--- config.mk ---
export PLATFORM = sky130hd
export DESIGN_NAME = edc_ctrl
export DESIGN_NICKNAME = d
export VERILOG_FILES = /design/src/shared/edc_pkg.sv /design/src/edc_ctrl.sv /design/src/edc_delay.sv /design/src/edc_refresh_timer.sv
export SDC_FILE = /design/constraint.sdc
export NUM_CORES = 1
export LEC_CHECK = 0
export CAP_MARGIN = 25
export CORE_MARGIN = 2
export CORE_UTILIZATION = 57
export CTS_BUF_LIST = sky130_fd_sc_hd__clkbuf_16
export CTS_CLUSTER_DIAMETER = 120
export CTS_CLUSTER_SIZE = 28
export DETAILED_ROUTE_END_ITERATION = 7
export DONT_BUFFER_PORTS = 1
export GPL_TIMING_DRIVEN = 0
export PLACE_DENSITY = 0.75
export SETUP_SLACK_MARGIN = 0.02
export SLEW_MARGIN = 5
export SYNTH_ARGS = -nofsm -noshare
export SYNTH_HDL_FRONTEND = slang
export SYNTH_SLANG_ARGS = --single-unit
--- constraint.sdc ---
create_clock -name clk_i -period 2.4 [get_ports clk_i]
set_input_delay 0.36 -clock clk_i [delete_from_list [all_inputs] [get_ports clk_i]]
set_output_delay 0.36 -clock clk_i [all_outputs]
set_load 0.05 [all_outputs]
--- src/shared/edc_pkg.sv ---
// Timing constants, widths and carrier types for the page-mode memory controller.
package edc_pkg;

  // Controller clock period.
  localparam int EDC_CLK_NS = 40;
  // Selected speed grade: 0 fastest, 1 middle, 2 slowest.
  localparam int EDC_GRADE = 0;

  typedef int edc_grade_type [3];

  // Device timing in ns, per grade except the single output turn-off maximum.
  localparam edc_grade_type EDC_T_RC_NS = '{60, 90, 110};
  localparam edc_grade_type EDC_T_RAS_NS = '{35, 50, 60};
  localparam edc_grade_type EDC_T_RP_NS = '{20, 30, 40};
  localparam edc_grade_type EDC_T_CAS_NS = '{6, 8, 10};
  localparam edc_grade_type EDC_T_CP_NS = '{5, 8, 10};
  localparam edc_grade_type EDC_T_RCD_NS = '{11, 19, 20};
  localparam edc_grade_type EDC_T_RAH_NS = '{6, 8, 10};
  localparam edc_grade_type EDC_T_CAC_NS = '{10, 14, 15};
  localparam edc_grade_type EDC_T_RAC_NS = '{35, 50, 60};
  localparam edc_grade_type EDC_ACCESS_FROM_COLUMN_PRECHARGE_NS = '{21, 27, 34};
  localparam edc_grade_type EDC_PAGE_CYCLE_TIME_NS = '{12, 20, 25};
  localparam edc_grade_type EDC_T_CSR_NS = '{8, 10, 10};
  localparam edc_grade_type EDC_T_CHR_NS = '{8, 10, 10};
  localparam edc_grade_type EDC_COLUMN_LOW_TO_HIGH_SPAN_NS = '{10, 10, 10};
  localparam edc_grade_type EDC_PAGE_ROW_PULSE_WIDTH_MAX_NS = '{100000, 100000, 100000};
  localparam int EDC_T_OFF_MAX_NS = 15;

  // Least times round up, longest times round down, never below one cycle.
  function automatic int edc_cyc_min(input int ns);
    return ((ns + EDC_CLK_NS - 1) / EDC_CLK_NS < 1) ? 1 : (ns + EDC_CLK_NS - 1) / EDC_CLK_NS;
  endfunction

  function automatic int edc_cyc_max(input int ns);
    return (ns / EDC_CLK_NS < 1) ? 1 : ns / EDC_CLK_NS;
  endfunction

  function automatic int edc_max(input int a, input int b);
    return (a > b) ? a : b;
  endfunction

  // Power-up pause, wake-up length and refresh budget.
  localparam int EDC_POWERUP_NS = 200000;
  localparam int EDC_POWERUP_CYC = edc_cyc_min(EDC_POWERUP_NS);
  localparam int EDC_WAKE_CYCLES = 8;
  localparam int EDC_REF_ROWS = 1024;
  localparam int EDC_REFRESH_PERIOD_NS = 16000000;
  localparam int EDC_REF_INT_CYC = edc_cyc_max(EDC_REFRESH_PERIOD_NS / EDC_REF_ROWS);
  localparam int EDC_REF_OWED_MAX = 4;

  // Step lengths in cycles.
  localparam int EDC_RAS_CYC = edc_max(edc_cyc_min(EDC_T_RAH_NS[EDC_GRADE]),
                                       edc_cyc_min(EDC_T_RCD_NS[EDC_GRADE]));
  localparam int EDC_CASUP_CYC = edc_max(edc_cyc_min(EDC_T_CP_NS[EDC_GRADE]),
                                         edc_cyc_min(EDC_T_OFF_MAX_NS));
  localparam int EDC_CAS_CYC = edc_max(
    edc_max(edc_cyc_min(EDC_T_CAS_NS[EDC_GRADE]), edc_cyc_min(EDC_T_CAC_NS[EDC_GRADE])),
    edc_max(edc_max(edc_cyc_min(EDC_COLUMN_LOW_TO_HIGH_SPAN_NS[EDC_GRADE]),
                    edc_cyc_min(EDC_T_RAC_NS[EDC_GRADE]) - EDC_RAS_CYC - 1),
            edc_max(edc_cyc_min(EDC_ACCESS_FROM_COLUMN_PRECHARGE_NS[EDC_GRADE]) - EDC_CASUP_CYC,
                    edc_cyc_min(EDC_PAGE_CYCLE_TIME_NS[EDC_GRADE]) - EDC_CASUP_CYC)));
  localparam int EDC_REFR_CAS_CYC = edc_cyc_min(EDC_T_CSR_NS[EDC_GRADE]);
  localparam int EDC_REFR_RAS_CYC = edc_max(edc_cyc_min(EDC_T_RAS_NS[EDC_GRADE]),
                                            edc_cyc_min(EDC_T_CHR_NS[EDC_GRADE]));
  localparam int EDC_RP_CYC = edc_cyc_min(EDC_T_RP_NS[EDC_GRADE]);
  localparam int EDC_RC_CYC = edc_cyc_min(EDC_T_RC_NS[EDC_GRADE]);
  localparam int EDC_COLA_CYC = 1;
  localparam int EDC_ROW_CYC = 1;
  localparam int EDC_PAGE_LIMIT = edc_cyc_max(EDC_PAGE_ROW_PULSE_WIDTH_MAX_NS[EDC_GRADE])
                                  - (EDC_CASUP_CYC + EDC_COLA_CYC + EDC_CAS_CYC) - 1;

  // Widths.
  localparam int EDC_CNT_W = 13;
  localparam int EDC_ADDR_W = 10;
  localparam int EDC_DATA_W = 4;
  localparam int EDC_PAGE_W = 12;
  localparam int EDC_REF_W = 9;
  localparam int EDC_OWED_W = 3;
  localparam int EDC_WAKE_W = 4;

  typedef struct packed {
    logic write;
    logic [EDC_ADDR_W-1:0] row;
    logic [EDC_ADDR_W-1:0] col;
    logic [EDC_DATA_W-1:0] wdata;
  } edc_req_type;

  typedef struct packed {
    logic ras_n;
    logic cas_n;
    logic we_n;
    logic oe_n;
    logic [EDC_ADDR_W-1:0] addr;
    logic [EDC_DATA_W-1:0] dq;
    logic dq_oe;
  } edc_pins_type;

  localparam edc_pins_type EDC_PINS_IDLE = '{ras_n: 1'b1, cas_n: 1'b1, we_n: 1'b1,
                                             oe_n: 1'b1, addr: '0, dq: '0, dq_oe: 1'b0};

endpackage

--- src/edc_ctrl.sv ---
// Controller that drives the strobes, multiplexed address and data of an EDO page-mode memory.
// Notes on behaviour
// - After reset wait the power-up pause, then run eight column-first refresh cycles.
// - A refresh lapse repeats the eight-cycle wake-up before accesses resume.
// - Both strobes go high for the precharge before every new row cycle.
// - Reads keep the write strobe high through both strobe rises.
// - Writes lower the write strobe before the column strobe: early write, outputs open.
// - Read-write cycles need write strobe late enough; this controller never issues them.
// - Write strobe timing never falls between early write and read-write windows.
// - Write strobe low is the write command; no late writes are generated.
// - Output enable is driven, never tied low; no late writes needed.
// - Output enable stays high during every write.
// - Write data is set up before and held after the column strobe fall.
// - Hidden refresh is not used; refreshes are standalone column-first cycles.
// - Row strobe low time in page mode is bounded by a cycle counter.
// - Row strobe falls are spaced by at least the random cycle time.
// - Page column cycles last at least the page cycle time, fall and rise.
// - Column-first refresh holds column low before and after the row fall.
// - Column strobe stays low at least the low-to-high span.
// - Column strobe falls no sooner than the row-to-column delay.
// - All rows are refreshed within the refresh period, one per interval.
`timescale 1ns/1ps
module edc_ctrl #(
  parameter int POWERUP_CYCLES = edc_pkg::EDC_POWERUP_CYC
) (
  input wire logic clk_i,
  input wire logic nrst_i,
  input wire logic req_valid_i,
  input wire edc_pkg::edc_req_type req_i,
  output logic req_ready_o,
  output logic [edc_pkg::EDC_DATA_W-1:0] rdata_o,
  output logic rdata_valid_o,
  output logic init_done_o,
  output edc_pkg::edc_pins_type pins_o,
  input wire logic [edc_pkg::EDC_DATA_W-1:0] dq_i
);
  import edc_pkg::*;

  typedef enum logic [3:0] {
    S_BOOT, S_POWER, S_IDLE, S_REFR_CAS, S_REFR_RAS, S_REFR_END,
    S_ROW, S_RAS, S_COLA, S_CAS, S_CASUP, S_RASUP
  } edc_state_type;

  edc_state_type state_reg;
  edc_state_type state_next;
  edc_pins_type pins_reg;
  edc_pins_type pins_next;
  edc_req_type cur_reg;
  edc_req_type cur_next;
  logic [EDC_DATA_W-1:0] rdata_reg;
  logic [EDC_DATA_W-1:0] rdata_next;
  logic rvalid_reg;
  logic rvalid_next;
  logic [EDC_WAKE_W-1:0] wake_reg;
  logic [EDC_WAKE_W-1:0] wake_next;
  logic init_reg;
  logic init_next;
  logic [EDC_PAGE_W-1:0] page_reg;
  logic [EDC_PAGE_W-1:0] page_next;
  logic step_load;
  logic [EDC_CNT_W-1:0] step_cnt;
  logic step_done;
  logic rc_load;
  logic rc_done;
  logic ref_req;
  logic ref_ack;
  logic lapse;
  logic lapse_clr;
  logic req_ready;
  logic page_hit;

  // Column phase: column address, write strobe and data drive for the operation.
  function automatic edc_pins_type col_pins(input edc_pins_type p, input edc_req_type r);
    edc_pins_type q;
    q = p;
    q.addr = r.col;
    q.we_n = !r.write;
    q.oe_n = r.write;
    q.dq = r.wdata;
    q.dq_oe = r.write;
    return q;
  endfunction

  // Step timer for the current state.
  edc_delay u_step (
    .clk_i(clk_i),
    .nrst_i(nrst_i),
    .load_i(step_load),
    .count_i(step_cnt),
    .done_o(step_done)
  );

  // Row cycle timer, started at every row strobe fall.
  edc_delay u_rc (
    .clk_i(clk_i),
    .nrst_i(nrst_i),
    .load_i(rc_load),
    .count_i(EDC_CNT_W'(EDC_RC_CYC)),
    .done_o(rc_done)
  );

  // Refresh scheduling.
  edc_refresh_timer u_ref (
    .clk_i(clk_i),
    .nrst_i(nrst_i),
    .ack_i(ref_ack),
    .lapse_clr_i(lapse_clr),
    .req_o(ref_req),
    .lapse_o(lapse)
  );

  // A page access is only taken while the row may stay open and no refresh waits.
  assign page_hit = req_valid_i && init_reg && !ref_req && !lapse
                    && (req_i.row == cur_reg.row)
                    && (page_reg < EDC_PAGE_W'(EDC_PAGE_LIMIT));

  // Next-state logic of the sequencer.
  always_comb begin
    state_next = state_reg;
    pins_next = pins_reg;
    cur_next = cur_reg;
    rdata_next = rdata_reg;
    rvalid_next = 1'b0;
    wake_next = wake_reg;
    init_next = init_reg;
    page_next = page_reg;
    step_load = 1'b0;
    step_cnt = '0;
    rc_load = 1'b0;
    ref_ack = 1'b0;
    lapse_clr = 1'b0;
    req_ready = 1'b0;
    // Row-low time is counted so page bursts cannot exceed the longest row pulse.
    if (!pins_reg.ras_n && page_reg != '1) begin
      page_next = page_reg + 1'b1;
    end
    unique case (state_reg)
      S_BOOT: begin
        step_load = 1'b1;
        step_cnt = EDC_CNT_W'(POWERUP_CYCLES);
        state_next = S_POWER;
      end
      S_POWER: begin
        if (step_done) begin
          wake_next = '0;
          lapse_clr = 1'b1;
          pins_next.cas_n = 1'b0;
          pins_next.addr = '0;
          step_load = 1'b1;
          step_cnt = EDC_CNT_W'(EDC_REFR_CAS_CYC);
          state_next = S_REFR_CAS;
        end
      end
      S_IDLE: begin
        if (lapse || ref_req) begin
          // A lapse means row contents may be stale, so the wake-up runs again.
          if (lapse) begin
            wake_next = '0;
            init_next = 1'b0;
            lapse_clr = 1'b1;
          end
          pins_next.cas_n = 1'b0;
          pins_next.addr = '0;
          step_load = 1'b1;
          step_cnt = EDC_CNT_W'(EDC_REFR_CAS_CYC);
          state_next = S_REFR_CAS;
        end else if (req_valid_i && init_reg) begin
          req_ready = 1'b1;
          cur_next = req_i;
          pins_next.addr = req_i.row;
          step_load = 1'b1;
          step_cnt = EDC_CNT_W'(EDC_ROW_CYC);
          state_next = S_ROW;
        end
      end
      S_REFR_CAS: begin
        if (step_done) begin
          pins_next.ras_n = 1'b0;
          rc_load = 1'b1;
          ref_ack = 1'b1;
          step_load = 1'b1;
          step_cnt = EDC_CNT_W'(EDC_REFR_RAS_CYC);
          state_next = S_REFR_RAS;
        end
      end
      S_REFR_RAS: begin
        if (step_done) begin
          pins_next.ras_n = 1'b1;
          pins_next.cas_n = 1'b1;
          step_load = 1'b1;
          step_cnt = EDC_CNT_W'(EDC_RP_CYC);
          state_next = S_REFR_END;
        end
      end
      S_REFR_END: begin
        if (step_done && rc_done) begin
          if (!init_reg && wake_reg != EDC_WAKE_W'(EDC_WAKE_CYCLES - 1)) begin
            wake_next = wake_reg + 1'b1;
            pins_next.cas_n = 1'b0;
            step_load = 1'b1;
            step_cnt = EDC_CNT_W'(EDC_REFR_CAS_CYC);
            state_next = S_REFR_CAS;
          end else begin
            init_next = 1'b1;
            state_next = S_IDLE;
          end
        end
      end
      S_ROW: begin
        if (step_done && rc_done) begin
          pins_next.ras_n = 1'b0;
          rc_load = 1'b1;
          page_next = '0;
          step_load = 1'b1;
          step_cnt = EDC_CNT_W'(EDC_RAS_CYC);
          state_next = S_RAS;
        end
      end
      S_RAS: begin
        if (step_done) begin
          pins_next = col_pins(pins_reg, cur_reg);
          step_load = 1'b1;
          step_cnt = EDC_CNT_W'(EDC_COLA_CYC);
          state_next = S_COLA;
        end
      end
      S_COLA: begin
        if (step_done) begin
          pins_next.cas_n = 1'b0;
          step_load = 1'b1;
          step_cnt = EDC_CNT_W'(EDC_CAS_CYC);
          state_next = S_CAS;
        end
      end
      S_CAS: begin
        if (step_done) begin
          // Sampled at the last edge of the column-low step, after every access time.
          if (!cur_reg.write) begin
            rdata_next = dq_i;
            rvalid_next = 1'b1;
          end
          pins_next.cas_n = 1'b1;
          pins_next.we_n = 1'b1;
          pins_next.oe_n = 1'b1;
          pins_next.dq_oe = 1'b0;
          step_load = 1'b1;
          if (page_hit) begin
            req_ready = 1'b1;
            cur_next = req_i;
            step_cnt = EDC_CNT_W'(EDC_CASUP_CYC);
            state_next = S_CASUP;
          end else begin
            pins_next.ras_n = 1'b1;
            step_cnt = EDC_CNT_W'(EDC_RP_CYC);
            state_next = S_RASUP;
          end
        end
      end
      S_CASUP: begin
        if (step_done) begin
          pins_next = col_pins(pins_reg, cur_reg);
          step_load = 1'b1;
          step_cnt = EDC_CNT_W'(EDC_COLA_CYC);
          state_next = S_COLA;
        end
      end
      S_RASUP: begin
        if (step_done) begin
          state_next = S_IDLE;
        end
      end
      default: begin
        pins_next = EDC_PINS_IDLE;
        state_next = S_BOOT;
      end
    endcase
  end

  // Register the sequencer state and the pin image.
  always_ff @(posedge clk_i) begin
    if (!nrst_i) begin
      state_reg <= S_BOOT;
      pins_reg <= EDC_PINS_IDLE;
      cur_reg <= '0;
      rdata_reg <= '0;
      rvalid_reg <= 1'b0;
      wake_reg <= '0;
      init_reg <= 1'b0;
      page_reg <= '0;
    end else begin
      state_reg <= state_next;
      pins_reg <= pins_next;
      cur_reg <= cur_next;
      rdata_reg <= rdata_next;
      rvalid_reg <= rvalid_next;
      wake_reg <= wake_next;
      init_reg <= init_next;
      page_reg <= page_next;
    end
  end

  // The ready handshake is combinational; everything else leaves a flip-flop.
  assign req_ready_o = req_ready;
  assign rdata_o = rdata_reg;
  assign rdata_valid_o = rvalid_reg;
  assign init_done_o = init_reg;
  assign pins_o = pins_reg;
endmodule

--- src/edc_delay.sv ---
// Loadable down-counter that times one controller step.
`timescale 1ns/1ps
module edc_delay (
  input wire logic clk_i,
  input wire logic nrst_i,
  input wire logic load_i,
  input wire logic [edc_pkg::EDC_CNT_W-1:0] count_i,
  output logic done_o
);
  import edc_pkg::*;

  logic [EDC_CNT_W-1:0] cnt_reg;
  logic [EDC_CNT_W-1:0] cnt_next;

  // A load of N keeps done low for N-1 cycles, so a step lasts N cycles.
  always_comb begin
    cnt_next = cnt_reg;
    if (load_i) begin
      cnt_next = (count_i == '0) ? '0 : count_i - 1'b1;
    end else if (cnt_reg != '0) begin
      cnt_next = cnt_reg - 1'b1;
    end
  end

  // Register the count.
  always_ff @(posedge clk_i) begin
    if (!nrst_i) begin
      cnt_reg <= '0;
    end else begin
      cnt_reg <= cnt_next;
    end
  end

  assign done_o = (cnt_reg == '0);
endmodule

--- src/edc_refresh_timer.sv ---
// Refresh interval timer with an owed-refresh count and a lapse flag.
`timescale 1ns/1ps
module edc_refresh_timer (
  input wire logic clk_i,
  input wire logic nrst_i,
  input wire logic ack_i,
  input wire logic lapse_clr_i,
  output logic req_o,
  output logic lapse_o
);
  import edc_pkg::*;

  logic [EDC_REF_W-1:0] int_reg;
  logic [EDC_REF_W-1:0] int_next;
  logic [EDC_OWED_W-1:0] owed_reg;
  logic [EDC_OWED_W-1:0] owed_next;
  logic lapse_reg;
  logic lapse_next;
  logic tick;

  // One row is owed every interval; a backlog past the limit means rows went stale.
  always_comb begin
    tick = (int_reg == EDC_REF_W'(EDC_REF_INT_CYC - 1));
    int_next = tick ? '0 : int_reg + 1'b1;
    owed_next = owed_reg;
    if (tick && !ack_i && owed_reg != EDC_OWED_W'(EDC_REF_OWED_MAX)) begin
      owed_next = owed_reg + 1'b1;
    end else if (!tick && ack_i && owed_reg != '0) begin
      owed_next = owed_reg - 1'b1;
    end
    // A lapse arriving with the clear still sets the flag.
    lapse_next = lapse_clr_i ? 1'b0 : lapse_reg;
    if (tick && owed_reg == EDC_OWED_W'(EDC_REF_OWED_MAX)) begin
      lapse_next = 1'b1;
    end
  end

  // Register the timer state.
  always_ff @(posedge clk_i) begin
    if (!nrst_i) begin
      int_reg <= '0;
      owed_reg <= '0;
      lapse_reg <= 1'b0;
    end else begin
      int_reg <= int_next;
      owed_reg <= owed_next;
      lapse_reg <= lapse_next;
    end
  end

  assign req_o = (owed_reg != '0);
  assign lapse_o = lapse_reg;
endmodule

==> results.txt <==
The detail route stage leaves a number of antenna-violating nets equal to 0. For hold timing, the worst endpoint is cur_reg[18]. After detailed routing, the total wire length is 14.3 mm. The final-stage net count came out at 715. The total setup violations reported at the end of the flow is 0.

The HPWL after detailed placement is 10.1 mm. The standard cell area after detailed placement came out at 0.00576 mm2. For this run, the leading register cell type out of synthesis is sky130_fd_sc_hd__dfxtp_1. The cell leakage power came out at 0.00245 uW.

The tightest min-delay check is of the in2reg type. After synthesis, the cell types taking the most area are sky130_fd_sc_hd__dfxtp_1, sky130_fd_sc_hd__mux2i_1, sky130_fd_sc_hd__nand2_1, sky130_fd_sc_hd__xor2_1, sky130_fd_sc_hd__nor2_1. The worst register-to-register path ends at u_ref.owed_reg[2].

The number of flip-flops and latches in the synthesized netlist came out at 109. The global router's overall resource usage is 0.279. The floorplan has 36 rows. The minimum setup slack in the final design came out at 0.0261 ns. The startpoint of the most critical register-to-register path is u_step.cnt_reg[0].

The number of primary I/O pins came out at 58. TritonCTS created 9 clock buffers. The run finished with clean final reports. The initial utilization of the core area, before any placement, comes to 0.577. The critical path arrival came out at 2.01 ns. The pin count of the biggest net entering global routing is 19. The floorplan step defined a core boundary enclosing 0.00964 mm2.

Among all stages on the critical path, the largest delay is contributed by sky130_fd_sc_hd__o21ai_4. Clock tree synthesis found a total of 109 sinks. The residual DRC count is 0. The cell area after layout came out at 0.00632 mm2. The clock period minus worst slack is 2.37 ns. At the placement stage, the worst setup path has a slack of -0.360 ns.

The count of fill cells added during filler insertion is 790. At the later pin of the worst-skew pair, clock insertion delay measures 0.36 ns. The number of placed instances with taps included came out at 784. The maximum fanout count along the critical path came out at 5. The worst-case IR drop observed on VDD is 807 uV. The via count of the first global-routing pass came out at 4704. The worst min-delay path startpoint is req_i[18].

In the post-synthesis netlist, the cell with the most instances is sky130_fd_sc_hd__dfxtp_1. The async set-reset flop share out of synthesis is 0. The measured slew at the worst slew-check pin is 0.701 ns. The die extent in y came out at 103 um. By count the netlist is led by sky130_fd_sc_hd__dfxtp_1, sky130_fd_sc_hd__nand2_1, sky130_fd_sc_hd__nor2_1.

The clock-pin slew reported for the worst setup and hold paths after clock tree synthesis came out at 0.08 ns. Summed over all instances, the cell type with the most area after synthesis is sky130_fd_sc_hd__dfxtp_1. Clock tree synthesis selected as its root buffer the cell sky130_fd_sc_hd__clkbuf_16. The number of flip-flops under the largest register name came out at 25. Hold repair after CTS inserted 0 buffers. The core occupancy in the finished layout is 0.656.

The clock tree from TritonCTS is built. The highest cell delay on the worst timing path is 0.38 ns. The worst setup path is captured at an output pin. Counting flops with a built-in enable in the synthesized netlist gives 0.

The max-cap violation count came out at 0. The die covers 0.0106 mm2. After synthesis the cells add up to 0.00557 mm2. The total number of vias came out at 4992. The hold violation total from the final report came out at 0.

Setup slack on the worst reg-to-reg path comes out at 0.06 ns. The maximum clock insertion buffer count came out at 2. The via-per-instance ratio is 6.14. The weighted congestion at the end of routability-driven global placement came out at 0.973. The final-report max-slew violation count came to 0. Counting every net in the synthesized netlist gives 691. The first detailed-routing pass ran for 8 iterations. The number of distinct library cells after synthesis came out at 71.

The initial detailed-routing violation count came out at 384. The area share of the largest cell type after synthesis is 0.392. Counting instances, the worst hold path has a depth of 2. Each instance of the synthesized netlist takes up on average 8.55 um2. The post-synthesis to final-layout area growth is 13.6%. The part of the cycle the worst path needs is 0.989. The critical path is of the reg2out type. For this run, the top clock speed supported by timing is 421 MHz.

The worst clock skew came out at 0.0118 ns. The remaining global-route overflow came out at 0. The endpoint required time on the critical path is 2.04 ns. The clock tree synthesis step divided the H-tree into 3 levels. The sequential-to-total area share from yosys stat is 0.392. In the final layout, the share of cells above drive strength 1 is 0.135.

The first-pass GRT wire length came out at 23.1 mm. The worst slew margin relative to its limit came out at 0.532. The post-synthesis instance total came out at 651. The initial antenna violation count is 0.

The critical path goes through inv_2 > ha_4 > nor4b_4 > and3_4 > nand3_4 > o21ai_4. The count of inserted antenna diode cells came out at 0. Setup repair after global routing could not meet its margin everywhere. The average wire length per cell after detail routing came out at 17.6 um.

The depth of the worst register-to-register path came out at 8. The finished layout holds 813 standard cells, fillers aside. Power spread over the standard cell area amounts to 971 mW/mm2. The kind of launch point of the worst setup path is a flop. The total of buffers placed on input and output ports came out at 0. The number of warning messages in the yosys log is 0.

The die is 103 um wide.
-- where the power goes --
group	internal (uW)	switching, uW	leakage (uW)
combinational	930	1300	0.00142
sequential	2030	351	0.000887
clock	818	710	0.000151
-- metrics by stage --
step / hold WS (ns) / total power (uW) / TNS [ns]
after detailed placement: 0.456 / 4390 / -0.719
after global routing: 0.135 / 6490 / -0.118
after floorplan: 0.438 / 3930 / 0
after CTS: 0.128 / 6050 / 0
after global placement: 0.447 / 4320 / -0.443
final: 0.130 / 6140 / 0
-- worst max-delay path, delay by kind of cell (launching register included) --
kind	cells	cell delay, ns
DFF	1	0.36
AOI/OAI and AO/OA	1	0.38
adders and majority gates	1	0.14
and+or+nand+nor	3	0.70
buffers and inverters	1	0.06
-- layout by cell type (no fill, tap or decap), types with 12 or more instances in the layout --
| master | netlist | final |
|---|---|---|
| sky130_fd_sc_hd__a21oi_1 | 22 | 21 |
| sky130_fd_sc_hd__nor2_1 | 63 | 63 |
| sky130_fd_sc_hd__xor2_1 | 36 | 36 |
| sky130_fd_sc_hd__o21ai_0 | 19 | 18 |
| sky130_fd_sc_hd__clkbuf_1 | 22 | 16 |
| sky130_fd_sc_hd__nand4_1 | 14 | 14 |
| sky130_fd_sc_hd__nor3_1 | 23 | 23 |
| sky130_fd_sc_hd__nand3_1 | 21 | 20 |
| sky130_fd_sc_hd__nand2_1 | 84 | 84 |
| sky130_fd_sc_hd__buf_4 | 0 | 12 |
| sky130_fd_sc_hd__inv_1 | 14 | 14 |
| sky130_fd_sc_hd__a22oi_1 | 12 | 12 |
| sky130_fd_sc_hd__mux2i_1 | 37 | 37 |
| sky130_fd_sc_hd__dfxtp_1 | 109 | 104 |
-- repair_timing --
action / 4_1_cts / 5_1_grt
gates resized for setup: 23 / 18
endpoints found under the hold margin: 0 / 0
pin swaps: 6 / 5
setup endpoints to repair: 28 / 35
buffers inserted: 11 / 3
-- worst max path at each step --
| stage | depth (start not counted) | startpoint | to |
|---|---|---|---|
| after floorplan | 8 | u_ref.int_reg[0] | u_ref.owed_reg[2] |
| after global placement | 10 | u_step.cnt_reg[1] | u_ref.owed_reg[2] |
| after detailed placement | 10 | u_step.cnt_reg[1] | u_ref.owed_reg[2] |
| after CTS | 6 | u_step.cnt_reg[0] | req_ready_o |
| after global routing | 8 | state_reg[3] | u_ref.owed_reg[2] |
| final | 6 | u_step.cnt_reg[0] | req_ready_o |
-- kinds of logic (layout without fill, tap and decap cells) --
logic type | after synthesis | after routing | synth area share
muxes | 42 | 42 | 0.0766
DFF | 109 | 109 | 0.392
buffers and inverters | 54 | 83 | 0.0427
adders and majority gates | 8 | 8 | 0.0193
and+or+nand+nor | 284 | 284 | 0.265
AOI/OAI and AO/OA | 107 | 107 | 0.130
xor gates and xnor gates | 47 | 47 | 0.0739
-- per-layer routing --
metal | track usage | routed length, um | share of wire
met1 | 0.349 | 6040 | 0.42
met4 | 0.111 | 411 | 0.029
met5 | 0 | 0 | 0
met3 | 0.0814 | 1100 | 0.077
met2 | 0.455 | 6750 | 0.47
-- cell type report --
type | count | area, um2 | share of cell area
Buffer | 38 | 195 | 0.0309
Clock buffer | 9 | 225 | 0.0356
Clock inverter | 7 | 73.8 | 0.0117
Inverter | 15 | 58.8 | 0.00930
Multi-Input combinational cell | 488 | 3290 | 0.520
Sequential cell | 109 | 2200 | 0.347
Tap cell | 133 | 166 | 0.0263
Timing Repair Buffer | 14 | 121 | 0.0192
(Power assumes the default switching activity.)
